### src/shared/die_link_pkg.sv
// constants and types shared by the die link initiator control block
package die_link_pkg;
  // register indices; byte address is four times the index
  localparam logic [7:0] IDX_CTRL_PRI = 8'hd8;
  localparam logic [7:0] IDX_CTRL_SEC = 8'hd9;
  localparam logic [7:0] IDX_ERR_STAT = 8'hda;
  localparam logic [7:0] IDX_IRQ_BUSY = 8'hdb;
  localparam logic [7:0] IDX_LAST_ATTR = 8'hdc;
  localparam logic [7:0] IDX_LAST_ADDR = 8'hdd;
  localparam logic [7:0] IDX_DATA_HI = 8'hde;
  localparam logic [7:0] IDX_DATA_LO = 8'hdf;
  localparam logic [7:0] IDX_EVT_STAT = 8'he0;
  localparam logic [7:0] IDX_EVT_EN = 8'he1;
  localparam logic [7:0] IDX_EVT_CLR = 8'he2;
  // paddr[11:10] selects registers, blocking window or non-blocking window
  localparam logic [1:0] SEL_REGS = 2'h0;
  localparam logic [1:0] SEL_WIN_BLK = 2'h2;
  localparam logic [1:0] SEL_WIN_NB = 2'h3;
  // field positions
  localparam int EN_BIT = 7;
  localparam int CW_BIT = 6;
  localparam int HALT_BIT = 5;
  localparam int DIV_LSB = 0;
  localparam int IE_BIT = 7;
  localparam int TMO_LSB = 0;
  localparam int ERR_SUM_BIT = 7;
  localparam int IF_BIT = 7;
  localparam int BSY_BIT = 6;
  localparam int RWB_BIT = 7;
  localparam int SZ8_BIT = 6;
  localparam int NONBLOCKING_MARKER_BIT = 4;
  localparam int EVT_ERR = 0;
  localparam int EVT_TIRQ = 1;
  localparam int EVT_DONE = 2;
  // reset values
  localparam logic [7:0] CTRL_PRI_RST = 8'h00;
  localparam logic [7:0] CTRL_SEC_RST = 8'h00;
  localparam logic [2:0] EVT_RST = 3'h0;
  typedef enum logic [0:0] {
    ST_IDLE = 1'b0,
    ST_WAIT = 1'b1
  } win_state_t;
endpackage

### src/die_link_initiator_control.sv
// die link initiator: apb registers, clock divider, pin control, error flags
`timescale 1ns/10ps
module die_link_initiator_control
  import die_link_pkg::*;
(
  input wire logic pclk,
  input wire logic presetn,
  input wire logic [11:0] paddr,
  input wire logic psel,
  input wire logic penable,
  input wire logic pwrite,
  input wire logic [31:0] pwdata,
  input wire logic [3:0] pstrb,
  output logic [31:0] prdata,
  output logic pready,
  output logic pslverr,
  input wire logic special_mode,
  input wire logic wait_mode,
  input wire logic stop_mode,
  output logic link_clock_out,
  output logic link_clock_oe,
  output logic [7:0] link_data_out,
  output logic [7:0] link_data_oe,
  input wire logic target_irq_input,
  output logic target_irq_out,
  output logic error_irq_out,
  output logic irq,
  output logic txn_req,
  output logic txn_write,
  output logic txn_nonblocking,
  output logic txn_byte,
  output logic [7:0] txn_addr,
  output logic [15:0] txn_wdata,
  input wire logic [15:0] txn_rdata,
  input wire logic txn_done,
  input wire logic ack_wait,
  input wire logic ack_fault_evt,
  input wire logic cancel_evt,
  input wire logic target_err_evt,
  input wire logic parity_err_evt,
  input wire logic [1:0] parity_bits
);
  logic link_enable_bit_reg;
  logic connection_width_select_reg;
  logic halt_clock_in_wait_reg;
  logic [1:0] link_clock_divider_reg;
  logic target_irq_enable_reg;
  logic [3:0] timeout_reg;
  logic [7:0] err_stat_reg;
  logic busy_reg;
  logic [7:0] last_attr_reg;
  logic [7:0] last_addr_reg;
  logic [15:0] last_data_reg;
  logic [2:0] evt_stat_reg;
  logic [2:0] evt_en_reg;
  logic [1:0] div_cnt_reg;
  logic running_reg;
  logic clk_reg;
  logic [3:0] wait_cnt_reg;
  logic sync1_reg;
  logic sync2_reg;
  logic sync3_reg;
  logic tirq_lvl_reg;
  logic tirq_prev_reg;
  win_state_t state_reg;

  logic [1:0] sel;
  logic [7:0] idx;
  logic reg_hit;
  logic win_hit;
  logic wr_acc;
  logic rd_acc;
  logic locked;
  logic issue;
  logic run_req;
  logic period_end;
  logic tick;
  logic [1:0] cnt_next;
  logic running_next;
  logic [2:0] high_cycles;
  logic timeout_evt;
  logic err_any;
  logic err_clr;
  logic [2:0] evt_set;
  logic [7:0] rd_byte;

  // address decode: register block and the two 256-entry windows
  assign sel = paddr[11:10];
  assign idx = paddr[9:2];
  assign win_hit = (sel == SEL_WIN_BLK) || (sel == SEL_WIN_NB);
  assign reg_hit = (sel == SEL_REGS) && (idx >= IDX_CTRL_PRI) && (idx <= IDX_EVT_CLR);
  assign wr_acc = psel && penable && pwrite && reg_hit;
  assign rd_acc = psel && penable && !pwrite && reg_hit;

  // write-once fields lock while enabled outside special mode
  assign locked = link_enable_bit_reg && !special_mode;

  // primary control; halt bit is always writable
  always_ff @(posedge pclk or negedge presetn) begin
    if (!presetn) begin
      link_enable_bit_reg <= CTRL_PRI_RST[EN_BIT];
      connection_width_select_reg <= CTRL_PRI_RST[CW_BIT];
      halt_clock_in_wait_reg <= CTRL_PRI_RST[HALT_BIT];
      link_clock_divider_reg <= CTRL_PRI_RST[DIV_LSB +: 2];
    end else if (wr_acc && idx == IDX_CTRL_PRI && pstrb[0]) begin
      halt_clock_in_wait_reg <= pwdata[HALT_BIT];
      if (!locked) begin
        link_enable_bit_reg <= pwdata[EN_BIT];
        connection_width_select_reg <= pwdata[CW_BIT];
        link_clock_divider_reg <= pwdata[DIV_LSB +: 2];
      end
    end
  end

  // secondary control; timeout is write-once as well
  always_ff @(posedge pclk or negedge presetn) begin
    if (!presetn) begin
      target_irq_enable_reg <= CTRL_SEC_RST[IE_BIT];
      timeout_reg <= CTRL_SEC_RST[TMO_LSB +: 4];
    end else if (wr_acc && idx == IDX_CTRL_SEC && pstrb[0]) begin
      target_irq_enable_reg <= pwdata[IE_BIT];
      if (!locked) begin
        timeout_reg <= pwdata[TMO_LSB +: 4];
      end
    end
  end

  // clock divider: high for floor(n/2) cycles, so odd ratios run short high
  assign high_cycles = ({1'b0, link_clock_divider_reg} + 3'd1) >> 1;
  assign run_req = link_enable_bit_reg && !stop_mode && !(wait_mode && halt_clock_in_wait_reg);
  assign period_end = (div_cnt_reg == link_clock_divider_reg);
  assign tick = running_reg && period_end;
  // a stop is only taken at a period end, after the high phase is over
  assign running_next = running_reg ? (period_end ? run_req : 1'b1) : run_req;
  assign cnt_next = (!running_next || !running_reg || period_end) ? 2'd0 : div_cnt_reg + 2'd1;

  always_ff @(posedge pclk or negedge presetn) begin
    if (!presetn) begin
      running_reg <= 1'b0;
      div_cnt_reg <= 2'd0;
      clk_reg <= 1'b0;
    end else begin
      running_reg <= running_next;
      div_cnt_reg <= cnt_next;
      clk_reg <= running_next && ({1'b0, cnt_next} < high_cycles);
    end
  end

  // divide by one: high half of the bus clock would break the high-phase
  // limit on restart, so the low half is used and gated by the running flag
  assign link_clock_out = (link_clock_divider_reg == 2'd0) ? (running_reg && !pclk) : clk_reg;
  assign link_clock_oe = link_enable_bit_reg;
  // idle command is all lines low; the protocol engine lives elsewhere
  assign link_data_out = 8'h00;
  assign link_data_oe = link_enable_bit_reg ? {{4{connection_width_select_reg}}, 4'hf} : 8'h00;

  // target interrupt pin: three stages, level taken when stages two and three agree
  always_ff @(posedge pclk or negedge presetn) begin
    if (!presetn) begin
      sync1_reg <= 1'b0;
      sync2_reg <= 1'b0;
      sync3_reg <= 1'b0;
      tirq_lvl_reg <= 1'b0;
      tirq_prev_reg <= 1'b0;
    end else begin
      sync1_reg <= target_irq_input;
      sync2_reg <= sync1_reg;
      sync3_reg <= sync2_reg;
      if (sync2_reg == sync3_reg) begin
        tirq_lvl_reg <= sync3_reg && link_enable_bit_reg;
      end
      tirq_prev_reg <= tirq_lvl_reg;
    end
  end
  assign target_irq_out = tirq_lvl_reg && target_irq_enable_reg;

  // ack timeout: count link periods of target wait, flag past the setting
  assign timeout_evt = ack_wait && tick && (wait_cnt_reg >= timeout_reg);
  always_ff @(posedge pclk or negedge presetn) begin
    if (!presetn) begin
      wait_cnt_reg <= 4'h0;
    end else if (!ack_wait) begin
      wait_cnt_reg <= 4'h0;
    end else if (tick && wait_cnt_reg != 4'hf) begin
      wait_cnt_reg <= wait_cnt_reg + 4'h1;
    end
  end

  // error flags: a new event wins over a simultaneous clear
  assign err_any = ack_fault_evt || cancel_evt || timeout_evt || target_err_evt || parity_err_evt;
  assign err_clr = wr_acc && idx == IDX_ERR_STAT && pstrb[0] && pwdata[ERR_SUM_BIT];
  always_ff @(posedge pclk or negedge presetn) begin
    if (!presetn) begin
      err_stat_reg <= 8'h00;
    end else begin
      err_stat_reg <= (err_clr ? 8'h00 : err_stat_reg) | {
        err_any, ack_fault_evt, cancel_evt, timeout_evt, target_err_evt, parity_err_evt,
        parity_err_evt ? parity_bits : 2'b00};
    end
  end
  assign error_irq_out = err_stat_reg[ERR_SUM_BIT];

  // window access: blocking stalls until done, non-blocking write completes at issue
  assign issue = psel && penable && win_hit && link_enable_bit_reg && !busy_reg
    && state_reg == ST_IDLE;
  always_ff @(posedge pclk or negedge presetn) begin
    if (!presetn) begin
      state_reg <= ST_IDLE;
      busy_reg <= 1'b0;
      txn_req <= 1'b0;
      txn_write <= 1'b0;
      txn_nonblocking <= 1'b0;
      txn_byte <= 1'b0;
      txn_addr <= 8'h00;
      txn_wdata <= 16'h0000;
      last_attr_reg <= 8'h00;
      last_addr_reg <= 8'h00;
      last_data_reg <= 16'h0000;
    end else begin
      txn_req <= issue;
      if (issue) begin
        busy_reg <= 1'b1;
        txn_write <= pwrite;
        txn_nonblocking <= (sel == SEL_WIN_NB) && pwrite;
        txn_byte <= pwrite && !pstrb[1];
        txn_addr <= idx;
        txn_wdata <= pwdata[15:0];
        last_attr_reg <= 8'h00;
        last_attr_reg[RWB_BIT] <= !pwrite;
        last_attr_reg[SZ8_BIT] <= pwrite && !pstrb[1];
        last_attr_reg[NONBLOCKING_MARKER_BIT] <= (sel == SEL_WIN_NB) && pwrite;
        last_addr_reg <= idx;
        if (pwrite) begin
          last_data_reg <= pwdata[15:0];
        end
        if (!((sel == SEL_WIN_NB) && pwrite)) begin
          state_reg <= ST_WAIT;
        end
      end else if (txn_done) begin
        busy_reg <= 1'b0;
        if (!txn_write) begin
          last_data_reg <= txn_rdata;
        end
        state_reg <= ST_IDLE;
      end
    end
  end

  // interrupt events: sticky, set wins over clear
  assign evt_set = {txn_done && busy_reg, tirq_lvl_reg && !tirq_prev_reg, err_any};
  always_ff @(posedge pclk or negedge presetn) begin
    if (!presetn) begin
      evt_stat_reg <= EVT_RST;
      evt_en_reg <= EVT_RST;
    end else begin
      if (wr_acc && idx == IDX_EVT_CLR && pstrb[0]) begin
        evt_stat_reg <= (evt_stat_reg & ~pwdata[2:0]) | evt_set;
      end else begin
        evt_stat_reg <= evt_stat_reg | evt_set;
      end
      if (wr_acc && idx == IDX_EVT_EN && pstrb[0]) begin
        evt_en_reg <= pwdata[2:0];
      end
    end
  end
  assign irq = |(evt_stat_reg & evt_en_reg);

  // read mux; reserved bits read zero
  always_comb begin
    rd_byte = 8'h00;
    unique case (idx)
      IDX_CTRL_PRI: rd_byte = {link_enable_bit_reg, connection_width_select_reg,
        halt_clock_in_wait_reg, 3'b000, link_clock_divider_reg};
      IDX_CTRL_SEC: rd_byte = {target_irq_enable_reg, 3'b000, timeout_reg};
      IDX_ERR_STAT: rd_byte = err_stat_reg;
      IDX_IRQ_BUSY: rd_byte = {tirq_lvl_reg, busy_reg, 6'h00};
      IDX_LAST_ATTR: rd_byte = last_attr_reg;
      IDX_LAST_ADDR: rd_byte = last_addr_reg;
      IDX_DATA_HI: rd_byte = last_data_reg[15:8];
      IDX_DATA_LO: rd_byte = last_data_reg[7:0];
      IDX_EVT_STAT: rd_byte = {5'h00, evt_stat_reg};
      IDX_EVT_EN: rd_byte = {5'h00, evt_en_reg};
      default: rd_byte = 8'h00;
    endcase
  end

  // apb answer: registers, refused accesses and non-blocking window writes to an idle engine in one cycle, other enabled window accesses wait on the engine
  always_comb begin
    prdata = 32'h0000_0000;
    pready = 1'b1;
    pslverr = 1'b0;
    if (psel && penable) begin
      if (reg_hit) begin
        prdata = rd_acc ? {24'h000000, rd_byte} : 32'h0000_0000;
      end else if (win_hit && link_enable_bit_reg) begin
        pready = (issue && sel == SEL_WIN_NB && pwrite) || (state_reg == ST_WAIT && txn_done);
        prdata = {16'h0000, txn_rdata};
      end else begin
        pslverr = 1'b1;
      end
    end
  end
endmodule

### config.mk
export PLATFORM = sky130hd
export DESIGN_NAME = die_link_initiator_control
export DESIGN_NICKNAME = d
export VERILOG_FILES = /design/src/shared/die_link_pkg.sv /design/src/die_link_initiator_control.sv
export SDC_FILE = /design/constraint.sdc
export NUM_CORES = 1
export LEC_CHECK = 0
export BUFFER_PORTS_ARGS = -buffer_cell sky130_fd_sc_hd__buf_4
export CAP_MARGIN = 40
export CORE_MARGIN = 2
export CORE_UTILIZATION = 35
export DETAILED_ROUTE_END_ITERATION = 12
export SYNTH_ARGS = -nofsm -noshare
export SYNTH_HDL_FRONTEND = slang
export SYNTH_SLANG_ARGS = --single-unit
### constraint.sdc
create_clock -name pclk -period 2 [get_ports pclk]
set_input_delay 0.1 -clock pclk [delete_from_list [all_inputs] [get_ports pclk]]
set_output_delay 0.1 -clock pclk [all_outputs]
set_load 0.01 [all_outputs]
### Word level (Yosys, flattened, before mapping)

Cells that the tools add are included.

* register bits after elaboration: 86
* output and inout port bits: 83

* add/sub/neg operators: 3
* magnitude comparators: 4
* equality and inequality tests: 20
* multiplexer cells: 29
* bitwise operators: 8
* reduce and logical (&&, ||, !) cells: 68

Operators with widths (number)
* two-way mux 16 bit: 7
* equality test 8 bit, second input constant: 11
* case mux 8 bit (10 select lines): 1
* logical AND 1 bit: 42
* two-way mux 8 bit: 3
* two-way mux 1 bit: 13
* logical NOT 1 bit: 10
* greater-or-equal comparator 8 bit, second input constant: 1
* <= comparator 8 bit, second input constant: 1
* logical OR 1 bit: 8
* two-way mux 4 bit: 2
* OR 8 bit: 1
* bitwise AND 3 bit: 2
* OR 3 bit: 2
* AND reduction 2 bit: 3
* adder 4 x 1 -> 4 bit, second input constant: 1
* equality test 2 bit, second input constant: 2
* greater-or-equal comparator 4 bit: 1
* logical NOT 2 bit: 2
* two-way mux 2 bit: 2
* inequality test 2 x 1 -> 1 bit, second input constant: 2
* inequality test 2 bit, second input constant: 2
* inequality test 4 bit, second input constant: 1
* adder 2 x 1 -> 3 bit, second input constant: 1
* 10 further kinds: 11

### Longest topological paths before layout

* depth after elaboration: 12
* gate-level depth with buffers: 8
* depth with buffers taken out: 7

==> metrics.md <==
| Metric | Value |
|---|---|
| Full die area | `between 10,000 and 15,000 µm²` |
| Synth Register Bits | `84` |
| Ant. Diodes | `0` |
| Non-Filler Instances | `between 800 and 900` |
| Reg-to-Reg Start | `link_clock_oe` |
| Post-synthesis sequential area ratio | `46.4%` |
| Final wirelength | `13,600 µm` |
| Hold Slack | `7.78 ps` |
| CP startpoint | `last_addr_reg[2]` |
| M1 WL | `5760 µm` |
| Crit Path Category | `flop to primary output` |
| Endpoints failing hold | `0` |
| Area contributors post-synth | `dfrtp_1 (46%), nand2_1 (11%), mux2_2 (9.2%), buf_4 (5.1%), ha_1 (2.2%)` |
| Rows | `just over 40` |
| WL/cell | `~17 µm` |
| Top FF cell, synth | `dfrtp_1` |
| YS warnings | `0` |
| CTS tree | `built` |
| Largest net degree at the start of global routing | `59` |
| DR WL met2 | `6600 µm` |
| Congestion Overflow GR | `0` |
| Ratio of cells with drive above 1 in the final layout | `between 30% and 40%` |
| Slew Limit Fails | `0` |
| Vias per cell | `4.97` |
| Detail Route Antenna Nets | `0` |
| Worst skew pair latency | `about 460 ps` |
| All-Layer GR Usage | `20.4%` |
| WP data required | `1900 ps` |
| Part of the cycle the worst path needs | `102%` |
| DP HPWL | `9700 µm` |
| Post-Syn Area | `4530 µm²` |
| Port Buffers | `119` |
| Remaining DRCs | `0` |
| DR iter-0 viols | `263` |
| Library cells used by synthesis | `53` |
| Worst Path Max Fanout | `2` |
| Vias in the first global route | `around 4,100` |
| Post-synthesis cell count | `between 400 and 500` |
| RSZ-0062 raised after global routing | `yes` |
| Leak | `3.26 nW` |
| Pre-antenna DRT Iters | `5` |
| Synth area leader | `dfrtp_1` |
| Ports | `164` |
| Gp weighted congestion | `0.894` |
| Skew final | `7.33 ps` |
| FFs w/ async S/R, synth | `100%` |
| Final #Nets | `736` |
| Setup violators final | `2` |
| CP startpoint kind | `flop` |
| Worst hold start | `txn_rdata[14]` |
| Final min period | `2040 ps` |
| Hold crit path type | `primary input to flop` |
| Die W | `118 µm` |
| Synthesized area per cell | `9.72 µm²` |
| Fillers | `1,176` |
| Final worst setup slack | `-41.9 ps` |
| Violated checks | `setup timing` |
| Setup crit end kind | `primary output` |
| Top-area cell type share of the netlist area | `46.4%` |
| Wire length on met3 | `between 700 and 800 µm` |
| Rel. slew slack | `48.5%` |
| DR vias | `4,087` |
| Layout area overhead | `43.5%` |
| Status | `complete, but fails checks` |
| Number of enable flip-flop cells after synthesis | `0` |
| Cell count after placement | `around 750` |
| Uppermost layer routed | `met4` |
| Most instantiated cells after synthesis | `nand2_1 (131), dfrtp_1 (84), mux2_2 (37)` |
| Peak supply drop | `0.451 mV` |
| Worst Tran Pin Value | `765 ps` |
| Initial core utilization | `35.9%` |
| First-pass GRT wire length | `between 20,000 and 25,000 µm` |
| CP arrival | `~1900 ps` |
| Max Clk Rate | `490 MHz` |
| Clk pin slew, worst setup/hold paths | `60 ps` |
| PwrDens | `643 nW/µm²` |
| Initial antenna violation count | `0` |
| Core area | `~13,000 µm²` |
| Max-cap viol count | `0` |
| Die Height | `118 µm` |
| Most frequent cell after synthesis | `nand2_1` |
## cell type report
cell class | instances | area, µm² | share of cell area [%]
inverters | 16 | 60.1 | 0.924
flip-flops and latches | 84 | 2100 | 32.4
multi-input cells | 341 | 2170 | 33.4
clock inverters | 5 | 52.6 | 0.809
repair buffers | 191 | 1570 | 24.2
well taps | 172 | 215 | 3.31
clock buffers | 14 | 322 | 4.95
## critical path, cell delays in order, from the launching register on
cell and delay, ps:
dfrtp_1 380, mux2_4 280, a221oi_2 230, nor2_1 60, a22o_1 180, a22o_1 230
buf_6 130
## power breakdown
| part | leakage, nW | internal, mW | switching (mW) | total [mW] |
|---|---|---|---|---|
| logic | 1.99 | 0.233 | 0.211 | 0.444 |
| clock network | 0.189 | 1.25 | 0.723 | 1.97 |
| registers | 1.08 | 1.74 | 0.0238 | 1.76 |
## kinds of logic after synthesis
| kind of cell | synth area share [%] |
|---|---|
| DFF | 46.4 |
| adders and majority gates | 2.21 |
| other | 0.0828 |
| AOI/OAI and AO/OA | 9.17 |
| muxes | 11.6 |
| buffers and inverters | 7.96 |
| xor gates and xnor gates | 1.16 |
| and+or+nand+nor | 21.4 |
## path summary, 6_finish.rpt
kind | endpoint | slack, ps | cells after the start
worst max-delay path | prdata[2] | -40 | 6
worst min register to register | sync2_reg | 350 | 0
min in group asynchronous | txn_wdata[15] | 100 | 2
worst max register to register | last_attr_reg[6] | 150 | 7
max in group asynchronous | link_clock_oe | 1230 | 3
worst min-delay path | last_data_reg[14] | 8 | 4
## through the flow
| stage | TNS [ps] | cell area, µm² | power, mW | utilization, % | worst slack [ps] |
|---|---|---|---|---|---|
| floorplan | 0 | 4620 | 1.99 | - | 35.9 |
| global placement | 0 | 5590 | 2.16 | 44.3 | 87.9 |
| detailed placement | 0 | 5590 | 2.17 | 44.3 | 47.5 |
| CTS | -92.1 | 6480 | 4.21 | 51.3 | -56.5 |
| global route | -239 | 6500 | 4.32 | 51.5 | -149 |
| finish | -82.3 | 6500 | 4.18 | 51.5 | -41.9 |
## cells in the final DEF, fill, tap and decap left out, types with 3 or more instances in the layout
cell / count
buf_4: 141
nand2_1: 130
dfrtp_1: 83
dlygate4sd3_1: 48
mux2_2: 36
conb_1: 24
inv_1: 15
and2_1: 13
o21ai_0: 13
nor2_1: 12
clkbuf_16: 12
a22o_1: 9
nand4_1: 8
ha_1: 8
nand3_1: 7
a21oi_1: 6
nor2b_1: 6
a21o_1: 5
xnor2_1: 4
mux2i_1: 4
nor3_1: 4
a221oi_1: 4
nand3b_1: 4
mux4_2: 3
a211o_1: 3
clkinv_2: 3
## per-layer routing
metal,track usage (%),up-vias
met3,3.54,30
met1,26.2,1978
li1,-,1915
met5,0,-
met4,11.9,0
met2,32.3,164
## what timing repair did
action	4_1_cts	5_1_grt
hold endpoints to repair	150	0
buffers inserted	3	2
hold buffers	48	0
setup endpoints to repair	2	4
gates resized for setup	5	2
pin swaps	2	0
(Power assumes the default switching activity.)
